## src/rtl/sld_pkg.sv

```systemverilog
// constants and types shared by the short load and move decoder
package sld_pkg;
	// major opcodes, instruction bits 15..10
	localparam logic [5:0] POOL16C_MAJOR = 6'h11;
	localparam logic [5:0] GP_LOAD_MAJOR = 6'h19;
	localparam logic [5:0] COPY_MAJOR    = 6'h03;
	// minor code of the short load-multiple, bits 3..0 under the pool major
	localparam logic [3:0] LMULT_MINOR   = 4'h2;

	// field positions
	localparam int MAJOR_LSB     = 10;
	localparam int DEST3_LSB     = 7;
	localparam int SRC1_LSB      = 4;
	localparam int SRC2_LSB      = 1;
	localparam int COPY_DST_LSB  = 5;
	localparam int LM_LIST_LSB   = 8;
	localparam int LM_OFF_LSB    = 4;

	// fixed register numbers
	localparam logic [4:0] GP_REG    = 5'h1c;
	localparam logic [4:0] SP_REG    = 5'h1d;
	localparam logic [4:0] RA_REG    = 5'h1f;
	localparam logic [4:0] LM_FIRST  = 5'h10;

	// address step between loaded words, in bytes
	localparam int WORD_STEP = 4;

	// reset value of the register-number outputs
	localparam logic [4:0] REG_RESET = 5'h00;

	typedef enum logic [2:0] {
		OP_NONE,
		OP_LMULT,
		OP_GP_LOAD,
		OP_SP_LOAD,
		OP_COPY,
		OP_PAIR
	} sld_op_e;

	typedef enum logic [1:0] {
		ST_IDLE,
		ST_EXEC,
		ST_LOAD
	} sld_state_e;
endpackage

```

## src/rtl/sld_reg_map.sv

```systemverilog
// register-number decoding for the compact 3-bit register fields
`timescale 1ns/1ps
`default_nettype none
module sld_reg_map (
	input  wire logic [2:0] dest_code_in,
	input  wire logic [2:0] src1_code_in,
	input  wire logic [2:0] src2_code_in,
	output logic      [4:0] dest1_out,
	output logic      [4:0] dest2_out,
	output logic      [4:0] src1_out,
	output logic      [4:0] src2_out,
	output logic      [4:0] compact_out
);
	function automatic logic [4:0] src_decode(input logic [2:0] code);
		case (code)
			3'h0: src_decode = 5'h00;
			3'h1: src_decode = 5'h11;
			3'h2: src_decode = 5'h02;
			3'h3: src_decode = 5'h03;
			3'h4: src_decode = 5'h10;
			3'h5: src_decode = 5'h12;
			3'h6: src_decode = 5'h13;
			default: src_decode = 5'h14;
		endcase
	endfunction

	// both source fields share one table
	assign src1_out = src_decode(src1_code_in);
	assign src2_out = src_decode(src2_code_in);

	always_comb begin
		case (dest_code_in)
			3'h0: begin dest1_out = 5'h05; dest2_out = 5'h06; end
			3'h1: begin dest1_out = 5'h05; dest2_out = 5'h07; end
			3'h2: begin dest1_out = 5'h06; dest2_out = 5'h07; end
			3'h3: begin dest1_out = 5'h04; dest2_out = 5'h15; end
			3'h4: begin dest1_out = 5'h04; dest2_out = 5'h16; end
			3'h5: begin dest1_out = 5'h04; dest2_out = 5'h05; end
			3'h6: begin dest1_out = 5'h04; dest2_out = 5'h06; end
			default: begin dest1_out = 5'h04; dest2_out = 5'h07; end
		endcase
	end

	// 0..5 map to 2..7, 6 and 7 map to 16 and 17
	always_comb begin
		if (dest_code_in[2:1] == 2'h3) begin
			compact_out = {4'h8, dest_code_in[0]};
		end else begin
			compact_out = {2'h0, dest_code_in} + 5'h02;
		end
	end
endmodule
`default_nettype wire

```

## src/rtl/sld_short_load_move_decode.sv

```systemverilog
// decoder and sequencer for the short loads and register copies
`timescale 1ns/1ps
`default_nettype none
module sld_short_load_move_decode #(
	parameter int         XLEN          = 64,
	parameter logic [5:0] SP_LOAD_MAJOR = 6'h12,
	parameter logic [5:0] PAIR_MAJOR    = 6'h21
) (
	input  wire logic            sys_clk_in,
	input  wire logic            srst_in,
	input  wire logic            instr_valid_in,
	input  wire logic [15:0]     instr_in,
	input  wire logic            big_endian_in,
	input  wire logic            reverse_endian_in,
	output logic                 instr_ready_out,
	output logic      [4:0]      rd_addr_a_out,
	input  wire logic [XLEN-1:0] rd_data_a_in,
	output logic      [4:0]      rd_addr_b_out,
	input  wire logic [XLEN-1:0] rd_data_b_in,
	output logic                 wr_en_a_out,
	output logic      [4:0]      wr_addr_a_out,
	output logic      [XLEN-1:0] wr_data_a_out,
	output logic                 wr_en_b_out,
	output logic      [4:0]      wr_addr_b_out,
	output logic      [XLEN-1:0] wr_data_b_out,
	output logic                 ld_req_out,
	output logic      [XLEN-1:0] ld_vaddr_out,
	output logic      [XLEN-1:0] ld_paddr_out,
	input  wire logic            ld_ack_in,
	input  wire logic [63:0]     ld_data_in,
	output logic                 addr_err_out,
	output logic      [XLEN-1:0] bad_vaddr_out,
	output logic                 unknown_out,
	output logic                 done_out,
	output logic                 irq_hold_out
);
	sld_pkg::sld_state_e state_reg;
	sld_pkg::sld_op_e    op_reg;
	logic [15:0]         instr_reg;
	logic [XLEN-1:0]     vaddr_reg;
	logic [4:0]          tgt_reg;
	logic [2:0]          idx_reg;
	logic [2:0]          last_reg;
	logic [XLEN-1:0]     ea_next;
	logic                misaligned;
	logic                is_load;
	logic [4:0]          dest1;
	logic [4:0]          dest2;
	logic [4:0]          src1;
	logic [4:0]          src2;
	logic [4:0]          compact_tgt;
	logic [XLEN-1:0]     picked_word;
	logic                more_words;

	function automatic sld_pkg::sld_op_e classify(input logic [15:0] ins);
		logic [5:0] major;
		major = ins[15:sld_pkg::MAJOR_LSB];
		if (major == sld_pkg::POOL16C_MAJOR &&
		    ins[3:0] == sld_pkg::LMULT_MINOR) begin
			classify = sld_pkg::OP_LMULT;
		end else if (major == sld_pkg::GP_LOAD_MAJOR) begin
			classify = sld_pkg::OP_GP_LOAD;
		end else if (major == SP_LOAD_MAJOR) begin
			classify = sld_pkg::OP_SP_LOAD;
		end else if (major == sld_pkg::COPY_MAJOR) begin
			classify = sld_pkg::OP_COPY;
		end else if (major == PAIR_MAJOR) begin
			classify = sld_pkg::OP_PAIR;
		end else begin
			classify = sld_pkg::OP_NONE;
		end
	endfunction

	// list entries are 16, 17.. in order, the last one is always 31
	function automatic logic [4:0] lm_reg(input logic [2:0] idx,
	                                      input logic [2:0] last);
		if (idx == last) begin
			lm_reg = sld_pkg::RA_REG;
		end else begin
			lm_reg = sld_pkg::LM_FIRST + {2'h0, idx};
		end
	endfunction

	sld_reg_map u_reg_map (
		.dest_code_in (instr_reg[sld_pkg::DEST3_LSB +: 3]),
		.src1_code_in (instr_reg[sld_pkg::SRC1_LSB +: 3]),
		.src2_code_in (instr_reg[sld_pkg::SRC2_LSB +: 3]),
		.dest1_out    (dest1),
		.dest2_out    (dest2),
		.src1_out     (src1),
		.src2_out     (src2),
		.compact_out  (compact_tgt)
	);

	sld_word_pick #(
		.XLEN (XLEN)
	) u_word_pick (
		.dword_in      (ld_data_in),
		.vaddr_lo_in   (vaddr_reg[2:0]),
		.big_endian_in (big_endian_in),
		.word_out      (picked_word)
	);

	// register read selection during the execute cycle
	always_comb begin
		rd_addr_a_out = sld_pkg::REG_RESET;
		rd_addr_b_out = sld_pkg::REG_RESET;
		case (op_reg)
			sld_pkg::OP_LMULT: rd_addr_a_out = sld_pkg::SP_REG;
			sld_pkg::OP_SP_LOAD: rd_addr_a_out = sld_pkg::SP_REG;
			sld_pkg::OP_GP_LOAD: rd_addr_a_out = sld_pkg::GP_REG;
			sld_pkg::OP_COPY: rd_addr_a_out = instr_reg[4:0];
			sld_pkg::OP_PAIR: begin
				rd_addr_a_out = src1;
				rd_addr_b_out = src2;
			end
			default: rd_addr_a_out = sld_pkg::REG_RESET;
		endcase
	end

	// effective address of the first word
	always_comb begin
		case (op_reg)
			sld_pkg::OP_LMULT: ea_next = rd_data_a_in + {{(XLEN-6){1'b0}},
				instr_reg[sld_pkg::LM_OFF_LSB +: 4], 2'h0};
			sld_pkg::OP_GP_LOAD: ea_next = rd_data_a_in +
				{{(XLEN-9){instr_reg[6]}}, instr_reg[6:0], 2'h0};
			sld_pkg::OP_SP_LOAD: ea_next = rd_data_a_in +
				{{(XLEN-7){1'b0}}, instr_reg[4:0], 2'h0};
			default: ea_next = rd_data_a_in;
		endcase
	end

	assign is_load = op_reg == sld_pkg::OP_LMULT ||
	                 op_reg == sld_pkg::OP_GP_LOAD ||
	                 op_reg == sld_pkg::OP_SP_LOAD;
	assign misaligned = ea_next[1:0] != 2'h0;
	assign more_words = op_reg == sld_pkg::OP_LMULT && idx_reg != last_reg;

	assign instr_ready_out = state_reg == sld_pkg::ST_IDLE;
	assign ld_req_out      = state_reg == sld_pkg::ST_LOAD;
	assign ld_vaddr_out    = vaddr_reg;
	assign ld_paddr_out    = {vaddr_reg[XLEN-1:3],
	                          vaddr_reg[2:0] ^ {reverse_endian_in, 2'h0}};
	// chosen: hold interrupts off in the execute cycle of pair copies and the load cycles of load-multiples
	assign irq_hold_out = (state_reg == sld_pkg::ST_EXEC &&
	                       op_reg == sld_pkg::OP_PAIR) ||
	                      (state_reg == sld_pkg::ST_LOAD &&
	                       op_reg == sld_pkg::OP_LMULT);

	// sequencing
	always_ff @(posedge sys_clk_in) begin
		if (srst_in) begin
			state_reg <= sld_pkg::ST_IDLE;
			op_reg    <= sld_pkg::OP_NONE;
			instr_reg <= 16'h0000;
			vaddr_reg <= '0;
			tgt_reg   <= sld_pkg::REG_RESET;
			idx_reg   <= 3'h0;
			last_reg  <= 3'h0;
		end else begin
			case (state_reg)
				sld_pkg::ST_IDLE: begin
					if (instr_valid_in) begin
						instr_reg <= instr_in;
						op_reg    <= classify(instr_in);
						state_reg <= sld_pkg::ST_EXEC;
					end
				end
				sld_pkg::ST_EXEC: begin
					// the alignment check comes first so a misaligned load never issues a read
					if (is_load && !misaligned) begin
						vaddr_reg <= ea_next;
						idx_reg   <= 3'h0;
						last_reg  <= {1'b0, instr_reg[sld_pkg::LM_LIST_LSB +: 2]}
						             + 3'h1;
						if (op_reg == sld_pkg::OP_LMULT) begin
							tgt_reg <= sld_pkg::LM_FIRST;
						end else if (op_reg == sld_pkg::OP_GP_LOAD) begin
							tgt_reg <= compact_tgt;
						end else begin
							tgt_reg <= instr_reg[9:5];
						end
						state_reg <= sld_pkg::ST_LOAD;
					end else begin
						state_reg <= sld_pkg::ST_IDLE;
					end
				end
				sld_pkg::ST_LOAD: begin
					if (ld_ack_in) begin
						if (more_words) begin
							idx_reg   <= idx_reg + 3'h1;
							tgt_reg   <= lm_reg(idx_reg + 3'h1, last_reg);
							vaddr_reg <= vaddr_reg +
							             XLEN'(sld_pkg::WORD_STEP);
						end else begin
							state_reg <= sld_pkg::ST_IDLE;
						end
					end
				end
				default: state_reg <= sld_pkg::ST_IDLE;
			endcase
		end
	end

	// register file writes
	always_ff @(posedge sys_clk_in) begin
		if (srst_in) begin
			wr_en_a_out   <= 1'b0;
			wr_addr_a_out <= sld_pkg::REG_RESET;
			wr_data_a_out <= '0;
			wr_en_b_out   <= 1'b0;
			wr_addr_b_out <= sld_pkg::REG_RESET;
			wr_data_b_out <= '0;
		end else begin
			wr_en_a_out <= 1'b0;
			wr_en_b_out <= 1'b0;
			if (state_reg == sld_pkg::ST_EXEC &&
			    op_reg == sld_pkg::OP_COPY) begin
				wr_en_a_out   <= 1'b1;
				wr_addr_a_out <= instr_reg[sld_pkg::COPY_DST_LSB +: 5];
				wr_data_a_out <= rd_data_a_in;
			end else if (state_reg == sld_pkg::ST_EXEC &&
			             op_reg == sld_pkg::OP_PAIR) begin
				// both sources were read before either write lands
				wr_en_a_out   <= 1'b1;
				wr_addr_a_out <= dest1;
				wr_data_a_out <= rd_data_a_in;
				wr_en_b_out   <= 1'b1;
				wr_addr_b_out <= dest2;
				wr_data_b_out <= rd_data_b_in;
			end else if (state_reg == sld_pkg::ST_LOAD && ld_ack_in) begin
				wr_en_a_out   <= 1'b1;
				wr_addr_a_out <= tgt_reg;
				wr_data_a_out <= picked_word;
			end
		end
	end

	// completion and fault reporting
	always_ff @(posedge sys_clk_in) begin
		if (srst_in) begin
			addr_err_out  <= 1'b0;
			bad_vaddr_out <= '0;
			unknown_out   <= 1'b0;
			done_out      <= 1'b0;
		end else begin
			addr_err_out <= 1'b0;
			unknown_out  <= 1'b0;
			done_out     <= 1'b0;
			if (state_reg == sld_pkg::ST_EXEC) begin
				if (is_load && misaligned) begin
					addr_err_out  <= 1'b1;
					bad_vaddr_out <= ea_next;
				end else if (op_reg == sld_pkg::OP_NONE) begin
					unknown_out <= 1'b1;
				end else if (!is_load) begin
					done_out <= 1'b1;
				end
			end else if (state_reg == sld_pkg::ST_LOAD && ld_ack_in &&
			             !more_words) begin
				done_out <= 1'b1;
			end
		end
	end

	misalign_no_read_a: assert property (@(posedge sys_clk_in)
		disable iff (srst_in)
		addr_err_out |-> !ld_req_out && !wr_en_a_out ##1 !ld_req_out)
		else $error("read or write after address error");

	addr_err_low_a: assert property (@(posedge sys_clk_in)
		disable iff (srst_in)
		addr_err_out |-> bad_vaddr_out[1:0] != 2'h0 &&
		$past(is_load && state_reg == sld_pkg::ST_EXEC))
		else $error("address error without misaligned load");

	lm_step_four_a: assert property (@(posedge sys_clk_in)
		disable iff (srst_in)
		(ld_ack_in && ld_req_out && more_words) |=>
		ld_vaddr_out == $past(ld_vaddr_out) + XLEN'(sld_pkg::WORD_STEP))
		else $error("load-multiple address did not step by four");

	gp_addr_form_a: assert property (@(posedge sys_clk_in)
		disable iff (srst_in)
		(state_reg == sld_pkg::ST_EXEC && op_reg == sld_pkg::OP_GP_LOAD &&
		 !misaligned) |-> rd_addr_a_out == 5'h1c ##1
		ld_req_out && ld_vaddr_out[1:0] == 2'h0)
		else $error("global-pointer load address wrong");

	gp_target_set_a: assert property (@(posedge sys_clk_in)
		disable iff (srst_in)
		(ld_req_out && op_reg == sld_pkg::OP_GP_LOAD) |->
		(tgt_reg inside {[5'h02:5'h07], 5'h10, 5'h11}))
		else $error("compact target outside allowed set");

	load_sign_ext_a: assert property (@(posedge sys_clk_in)
		disable iff (srst_in)
		(ld_req_out && ld_ack_in) |=> wr_en_a_out &&
		wr_data_a_out[XLEN-1:31] == {(XLEN-31){wr_data_a_out[31]}})
		else $error("loaded word not sign-extended");

	copy_write_a: assert property (@(posedge sys_clk_in)
		disable iff (srst_in)
		(state_reg == sld_pkg::ST_EXEC && op_reg == sld_pkg::OP_COPY) |=>
		wr_en_a_out && !addr_err_out &&
		wr_data_a_out == $past(rd_data_a_in) &&
		wr_addr_a_out == $past(instr_reg[9:5]))
		else $error("single copy wrong");

	pair_both_a: assert property (@(posedge sys_clk_in)
		disable iff (srst_in)
		(state_reg == sld_pkg::ST_EXEC && op_reg == sld_pkg::OP_PAIR) |=>
		wr_en_a_out && wr_en_b_out && wr_data_b_out == $past(rd_data_b_in))
		else $error("pair copy did not write both registers");

	pair_dest_three_a: assert property (@(posedge sys_clk_in)
		disable iff (srst_in)
		(state_reg == sld_pkg::ST_EXEC && op_reg == sld_pkg::OP_PAIR &&
		 instr_reg[9:7] == 3'h3) |=>
		wr_addr_a_out == 5'h04 && wr_addr_b_out == 5'h15)
		else $error("pair destination code 3 wrong");

	pair_src_one_a: assert property (@(posedge sys_clk_in)
		disable iff (srst_in)
		(op_reg == sld_pkg::OP_PAIR && instr_reg[6:4] == 3'h1) |->
		rd_addr_a_out == 5'h11)
		else $error("source code 1 not register 17");

	lm_order_a: assert property (@(posedge sys_clk_in)
		disable iff (srst_in)
		(ld_req_out && op_reg == sld_pkg::OP_LMULT) |->
		(idx_reg == last_reg ? tgt_reg == 5'h1f :
		 tgt_reg == 5'h10 + {2'h0, idx_reg}))
		else $error("load-multiple register order wrong");
endmodule
`default_nettype wire

```

## src/rtl/sld_word_pick.sv

```systemverilog
// picks the addressed word out of a loaded doubleword and sign-extends it
`timescale 1ns/1ps
`default_nettype none
module sld_word_pick #(
	parameter int XLEN = 64
) (
	input  wire logic [63:0]     dword_in,
	input  wire logic [2:0]      vaddr_lo_in,
	input  wire logic            big_endian_in,
	output logic      [XLEN-1:0] word_out
);
	logic [2:0]  lane;
	logic [31:0] word;

	// only lanes 0 and 4 occur, misaligned loads never get here
	assign lane = vaddr_lo_in ^ {big_endian_in, 2'h0};
	assign word = lane[2] ? dword_in[63:32] : dword_in[31:0];
	assign word_out = {{(XLEN-32){word[31]}}, word};
endmodule
`default_nettype wire

```

## config.mk

```make
export PLATFORM = sky130hd
export DESIGN_NAME = sld_short_load_move_decode
export DESIGN_NICKNAME = d
export VERILOG_FILES = /design/src/rtl/sld_pkg.sv /design/src/rtl/sld_reg_map.sv /design/src/rtl/sld_short_load_move_decode.sv /design/src/rtl/sld_word_pick.sv
export SDC_FILE = /design/constraint.sdc
export NUM_CORES = 1
export LEC_CHECK = 0
export BUFFER_PORTS_ARGS = -buffer_cell sky130_fd_sc_hd__buf_2
export CORE_AREA = 2 2 217 219
export CTS_CLUSTER_DIAMETER = 30
export CTS_CLUSTER_SIZE = 8
export DETAILED_ROUTE_END_ITERATION = 7
export DIE_AREA = 0 0 219 221
export GPL_ROUTABILITY_DRIVEN = 0
export PLACE_DENSITY = 0.75
export SKIP_CTS_REPAIR_TIMING = 1
export SYNTH_ARGS = -nofsm -noshare
export SYNTH_HDL_FRONTEND = slang
export SYNTH_SLANG_ARGS = --single-unit
```

## constraint.sdc

```tcl
create_clock -name sys_clk_in -period 6.4 [get_ports sys_clk_in]
set_input_delay 1.28 -clock sys_clk_in [delete_from_list [all_inputs] [get_ports sys_clk_in]]
set_output_delay 1.28 -clock sys_clk_in [all_outputs]
set_load 0.01 [all_outputs]
```

Word level (Yosys, flattened, before mapping)
Cells that the tools add are included.

storage, ports and cells
  register bits = 297
  input port bits = 214
  output and inout bits = 348
  word-level logic and storage cells = 153

cells by class
  add/subtract/negate cells = 8
  eq/ne operators = 39
  mux-type cells = 51
  bitwise logic cells = 4
  reduce and logical (&&, ||, !) cells = 34

operators with widths
  kind                                                                    count
  64-bit 2-to-1 mux                                                       6
  64-bit one-hot mux with 3 select lines                                  1
  64-bit one-hot mux with 2 select lines                                  1
  5-bit one-hot mux with 7 select lines                                   2
  64-bit by 3-bit adder with 64-bit output (second input constant)        1
  64-bit by 6-bit adder with 64-bit output                                1
  64-bit adder                                                            1
  64-bit by 7-bit adder with 64-bit output                                1
  5-bit 2-to-1 mux                                                        11
  5-bit one-hot mux with 4 select lines                                   2
  3-bit equality test (second input constant)                             11
  32-bit 2-to-1 mux                                                       1
  3-bit by 2-bit equality test with 1-bit output (second input constant)  8
  3-bit 2-to-1 mux                                                        8
  6-bit by 5-bit equality test with 1-bit output (second input constant)  3
  3-bit by 1-bit equality test with 1-bit output (second input constant)  4
  3-bit zero test                                                         4
  1-bit 2-to-1 mux                                                        11
  5-bit one-hot mux with 2 select lines                                   1
  2-bit OR reduction                                                      5
  1-bit logical AND                                                       9
  2-bit 2-to-1 mux                                                        4
  2-bit AND reduction                                                     4
  6-bit by 2-bit equality test with 1-bit output (second input constant)  1
  25 further kinds                                                        35

Depth between registers and ports, before layout
Gate-level depths: netlist (run 1).

  depth in word-level cells = 7
  mapped depth = 17
  gate-level depth less buffers = 15

By module
A second synthesis (run 1) with hierarchy kept.

second synthesis, totals
  cells, all modules = 2439
  area, all modules = 18131.1 sq um

by module, submodules not included
  module                      instances  cells each  area each (sq um)  sequential area each (sq um)
  sld_short_load_move_decode  1          2337        17235.3            5945.7
  sld_word_pick               1          68          658.1              0.0
  sld_reg_map                 1          34          237.7              0.0

Worst setup path before layout (run 1)
OpenSTA, ideal clock, no wires.

  kind = flip-flop to flip-flop
  start = reg op_reg[2]
  end = reg vaddr_reg[62], in the netlist ld_vaddr_out[62]
  library setup time = 74 ps
  arrival time = 4665 ps
  required time = 6326 ps
  path slack = 1661 ps
  stages on the path, launching flop included = 15
  path buffers = 2
  clock period less this slack = 4739 ps
  cells stage by stage = dfxtp_1 clkbuf_1 nor2b_1 clkbuf_1 and3_1 ha_1 nor3_1 o31a_1 or4_4 a21oi_2 o21ai_2 a31o_4 o31a_4 or4_1 a31oi_1

between the ends
  word-level cells in the longest chain between the ends = 7
  elaborated cells between the ends (all ways) = 15
  classes of those cells = 5 x eq/ne; 3 x mux; 7 x reduce/logical

ends and longest elaborated chain
  item                                                                          line                                                                  text
  from (decl)                                                                   sld_short_load_move_decode.sv:38                                      sld_pkg::sld_op_e op_reg;
  from (signal assigned)                                                        sld_short_load_move_decode.sv:155                                     op_reg <= sld_pkg::OP_NONE;
  from (signal assigned)                                                        sld_short_load_move_decode.sv:166                                     op_reg <= classify(instr_in);
  3-bit by 2-bit equality test with 1-bit output, or another cell as far along  sld_short_load_move_decode.sv:123, sld_short_load_move_decode.sv:136
  64-bit one-hot mux with 3 select lines                                        sld_short_load_move_decode.sv:123                                     case (op_reg)
  2-bit nonzero test                                                            sld_short_load_move_decode.sv:137                                     assign misaligned = ea_next[1:0] != 2'h0;
  1-bit zero test                                                               sld_short_load_move_decode.sv:172                                     if (is_load && !misaligned) begin
  1-bit logical AND                                                             sld_short_load_move_decode.sv:172
  2-bit inequality test (no source line)                                        n/a
  4-bit AND reduction (no source line)                                          n/a
  to (signal assigned)                                                          sld_short_load_move_decode.sv:173                                     vaddr_reg <= ea_next;
  to (signal assigned)                                                          sld_short_load_move_decode.sv:194                                     vaddr_reg <= vaddr_reg +
  to (decl)                                                                     sld_short_load_move_decode.sv:40                                      logic [XLEN-1:0] vaddr_reg;

Parallel ways exist; a longest one is shown, timed or not. The select of a mux whose other input is x is not followed.
A chain may end at the register's enable or synchronous reset.

Worst setup path after layout (run 1)
  start = reg op_reg[1]
  end = reg vaddr_reg[63], in the netlist ld_vaddr_out[63]

Same word-level chain as after synthesis.

==> impl_metrics.yaml, run 1 <==
place:
  dp_cells: 3328
  io_buffers: 559
  dp_hpwl_mm: 51.5
worst_setup_path:
  path_cells: "nor2b_1 -> and3_2 -> buf_4 -> ha_1 -> a21oi_1 -> o21ai_0 -> a211o_1 -> a211oi_1 -> o22ai_1 -> o221ai_1 -> nor3b_1 -> a211o_1"
  critical_path.endpoint: "ld_vaddr_out[63]"
  r2r_start: "op_reg[1]"
  reg2reg_slack_ns: 1.40
  endpoint_kind: "flop"
  slowest_delay_ns: 0.73
  crit_slowest_cell: "and3_2"
  crit_fanout: 31
  critPathLaunch: "op_reg[1]"
  arrival_ns: 5.50
  worst_r2r_path_depth: 12
  r2r-end: "ld_vaddr_out[63]"
  worst-setup-path-type: "flop to flop"
  start_kind: "flop"
  crit_required_ns: 6.90
  cpMostUsedCell: "a211o_1"
cells_and_area:
  num-nets-final: 3084
  synthToLayoutAreaGrowth_pct: 33.0
  final_common_cell: "buf_2"
  drive_gt1_frac: 0.266
  final_cells: 3482
  nFillCells: 4364
  final_cell_mix: "buf_2, nand2_1, dfxtp_1"
sta:
  finalHoldViolations: 0
  setup_violations: 0
  finalCriticalPeriod_ns: 5.00
  rsz0062_at_grt: "false"
  timing.fmax_mhz: 200
  fin_setup_tns_ns: 0
  slew_headroom: 0.247
  skew_ns: 0.0315
  drv_slew: 0
  hold_ws_ns: 0.448
  worst_slew_pin_slew_ns: 1.12
  min_period_over_period: 0.781
detailed_routing:
  first_pass_iters: 6
  drc: 0
  num_vias: 20172
  wl_per_cell_um: 20.5
  post_drt_via_cell_ratio: 5.79
  wirelength_mm: 71.2
  drt_iter0_markers: 2215
  drtAntennaViolNets: 0
yosys:
  yosysSeqAreaShare: 0.336
  synth_edf_count: 0
  synth_warnings: 0
  synth_cells: 2373
  synthDistinctLibCells: 80
  synth-main-ff-cell: "dfxtp_1"
  avgSynthCellArea_um2: 7.44
  async_reset_ff_frac: 0
  ys_seq_elements: 296
  synthesis.area_mm2: 0.0177
floorplanning:
  die-width_um: 219
  io_pins: 562
  dieArea_mm2: 0.0484
  start_util: 0.383
  fp-row-count: 79
  core_area_mm2: 0.0461
  die_y_um: 221
global_routing:
  grt_max_degree: 135
  grt_use_total: 0.281
  antenna_found_initial: 1
  grt_pass1_wl_mm: 107
  grt_pass1_vias: 18578
  grt.overflow.total: 0
pwr:
  vdd_ir_drop_max_mv: 0.239
  p_leak_nw: 10.3
  cellPowerDensity_mw_per_mm2: 294
clock_network:
  clkLatencyLatePin_ns: 0.61
  cts_root_buffer: "clkbuf_16"
  cts_buffers: 82
  cts_num_sinks: 296
  cts_max_level: 3
  cts_tree: "built"
  clk_path_buf_depth: 3
  clk_pin_slew_ns: 0.04
run:
  maxCapViolations: 0
run_status:
  status: "complete, no violations"
worst_hold_path:
  holdCritPathClass: "flop to flop"
  holdCritStartpoint: "wr_data_b_out[48]"
==> layout make-up <==
type | instances | area (µm²) | share of cell area
diodes | 3 | 7.51 | 0.000320
clock buffers | 100 | 2210 | 0.0942
clock inverters | 51 | 882 | 0.0376
inverters | 30 | 113 | 0.00480
multi-input cells | 1810 | 10600 | 0.450
flip-flops and latches | 296 | 5930 | 0.252
well taps | 607 | 759 | 0.0323
repair buffers | 585 | 3010 | 0.128
==> worst max-delay path, delay by kind of cell, from the launching register on <==
| kind | cells | cell delay [ns] |
|---|---|---|
| AO/OA/AOI/OAI | 7 | 2.13 |
| AND/OR/NAND/NOR | 3 | 1.32 |
| flip-flops | 1 | 0.63 |
| buffers and inverters | 1 | 0.43 |
| adder cells (fa/ha/maj) | 1 | 0.36 |
==> worst min path at each step <==
stage	end	slack, ns	cells past startpoint
finish	wr_data_b_out[48]	0.45	2
global route	wr_data_b_out[2]	0.47	2
CTS	wr_data_b_out[47]	0.45	2
detailed placement	wr_data_b_out[31]	0.44	2
global placement	wr_data_b_out[47]	0.44	2
floorplan	instr_reg[0]	0.45	2
==> cell usage after synthesis, types with 40 or more instances <==
| cell | instances | area (µm²) |
|---|---|---|
| nand2_1 | 399 | 1500 |
| dfxtp_1 | 296 | 5930 |
| a21oi_1 | 279 | 1400 |
| nor2_1 | 219 | 822 |
| clkbuf_1 | 150 | 563 |
| o21ai_0 | 121 | 606 |
| nor3_1 | 68 | 340 |
| buf_4 | 67 | 503 |
| ha_1 | 64 | 801 |
| nand3_1 | 56 | 280 |
| a211oi_1 | 49 | 368 |
| a221oi_1 | 40 | 350 |
==> report_power, final <==
part	switching, mW	internal (mW)	total, mW	leakage [nW]
Clock	1.30	3.30	4.59	1.48
Combinational	0.278	0.154	0.432	6.41
Sequential	0.0211	1.87	1.89	2.39
==> stage by stage <==
step	utilization	power [mW]	cell area, µm²	setup WS, ns
2_1_floorplan	-	2.15	17700	1.66
3_3_place_gp	0.442	2.34	20400	1.63
3_5_place_dp	0.442	2.34	20400	1.54
4_1_cts	0.510	6.95	23500	1.51
5_1_grt	0.510	7.11	23500	0.974
6_report	0.510	6.91	23500	1.40
==> layer usage <==
layer  part of all wire  global-route usage  routed length [µm]
met5                  0                   0                   0
met4              0.044               0.134                3110
met2               0.45               0.444               32000
met1               0.41               0.362               29000
met3               0.10              0.0638                7150
==> cells by family after synthesis <==
group           Yosys count  share of synthesized area
compound gates          720                      0.261
fa+ha+maj                65                     0.0465
mux                      21                     0.0121
flops                   296                      0.336
xor+xnor                 59                     0.0293
other cells               1                   0.000212
simple gates            943                      0.244
buf+inv                 268                     0.0718
(Power assumes the default switching activity.)
==> run 2, diff against run 1 <==
- clock period: 6.4 -> 4.82 ns (I/O delays scaled with it)
==> impl_metrics.yaml, run 2 (synthesis gave the netlist of run 1 again) <==
run_status:
  status: "complete, no violations"
worst_setup_path:
  path_buf_inv: 3
  crit_fanout: 23
  crit_required_ns: 5.30
  crit_slowest_cell: "a211oi_1"
  cpMostUsedCell: "buf_4"
  endpoint_kind: "flop"
  start_kind: "flop"
  critPathTopFamily: "compound AO/OA/AOI/OAI gates"
  path_cells: "nor2b_1 -> buf_4 -> and3_2 -> buf_4 -> buf_4 -> ha_1 -> a21oi_1 -> o21ai_0 -> a211o_1 -> a211oi_1 -> o22ai_1 -> o221ai_1 -> nor3b_1 -> a211o_1"
  slowest_delay_ns: 0.60
  worst-setup-path-type: "flop to flop"
  arrival_ns: 4.89
sta:
  skew_ns: 0.0229
  rsz0062_at_grt: "false"
  slew_headroom: 0.272
  finalHoldViolations: 0
  fin_setup_tns_ns: 0
  finalCriticalPeriod_ns: 4.41
  setup_violations: 0
  finalWorstSetupSlack_ns: 0.408
  min_period_over_period: 0.915
  timing.fmax_mhz: 227
  worst_slew_pin_slew_ns: 1.09
  drv_slew: 0
cells_and_area:
  final_cell_mix: "buf_2, nand2_1, dfxtp_1"
  fin_area_mm2: 0.0230
  final_common_cell: "buf_2"
  synthToLayoutAreaGrowth_pct: 30.5
  drive_gt1_frac: 0.266
  num-nets-final: 3093
detailed_routing:
  num_vias: 19867
  drc: 0
  drtAntennaViolNets: 0
  wl_met3_mm: 6.35
  wl_met1_mm: 28.9
  top_layer: "met4"
  wirelength_mm: 69.5
  wl_met2_mm: 31.9
  post_drt_via_cell_ratio: 5.70
  drt_iter0_markers: 1883
  wl_per_cell_um: 19.9
  first_pass_iters: 5
clock_network:
  clk_pin_slew_ns: 0.05
  clkLatencyLatePin_ns: 0.59
  cts_tree: "built"
  cts_num_sinks: 296
  cts_max_level: 3
  cts_buffers: 75
  cts_root_buffer: "clkbuf_16"
  clk_path_buf_depth: 3
floorplanning:
  die-width_um: 219
  fp-row-count: 79
  core_area_mm2: 0.0461
  io_pins: 562
  dieArea_mm2: 0.0484
  die_y_um: 221
  start_util: 0.383
global_routing:
  antenna_found_initial: 3
  grt_pass1_wl_mm: 104
  grt.overflow.total: 0
  grt_max_degree: 131
  grt_use_total: 0.274
  grt_pass1_vias: 18110
pwr:
  cellPowerDensity_mw_per_mm2: 350
  p_leak_nw: 10.1
  vdd_ir_drop_max_mv: 0.299
worst_hold_path:
  holdCritPathClass: "flop to flop"
run:
  maxCapViolations: 0
place:
  dp_hpwl_mm: 51.7
  io_buffers: 559
  dp_slack_ns: 0.521
  post_dp_cell_area_mm2: 0.0205
[run 2: final timing paths]
check | start | endpoint | slack [ns] | cells past startpoint
worst min register to register | bad_vaddr_out[52] | bad_vaddr_out[52] | 0.45 | 2
worst max register to register | op_reg[1] | ld_vaddr_out[63] | 0.41 | 14
worst max-delay path | op_reg[1] | ld_vaddr_out[63] | 0.41 | 14
worst min-delay path | bad_vaddr_out[52] | bad_vaddr_out[52] | 0.45 | 2
[run 2: where the power goes]
part           internal (mW)  switching [mW]
registers               2.48          0.0265
logic                  0.205           0.360
clock network           3.41            1.58
[run 2: per-stage QoR]
| stage | total power [mW] | util | instances | hold slack (ns) |
|---|---|---|---|---|
| after floorplan | 2.86 | - | 2374 | 0.450 |
| final | 8.05 | 0.500 | 3483 | 0.447 |
| after detailed placement | 3.10 | 0.445 | 3344 | 0.440 |
| after global routing | 8.33 | 0.500 | 3483 | 0.464 |
| after CTS | 8.11 | 0.500 | 3481 | 0.446 |
| after global placement | 3.10 | 0.445 | 3344 | 0.438 |
[run 2: per-layer routing]
layer	up-vias	GRT usage
li1	9421	-
met1	9269	0.353
met2	1040	0.440
met3	137	0.0635
met4	0	0.111
met5	-	0
[run 2: final cells by class]
type                    instances  area, µm²
inverters                      30        113
well taps                     607        759
clock buffers                  93       2020
fillers                      4524      23000
repair buffers                601       3130
clock inverters                44        514
multi-input cells            1810      10600
diodes                          2       5.00
flip-flops and latches        296       5930
[run 2: worst register-to-register path, delay by kind of cell (launching register included)]
family | cells | cell delay (ns)
AO/OA/AOI/OAI | 7 | 2.08
buffers and inverters | 3 | 0.88
AND/OR/NAND/NOR | 3 | 0.62
flip-flops | 1 | 0.34
adder cells (fa/ha/maj) | 1 | 0.40
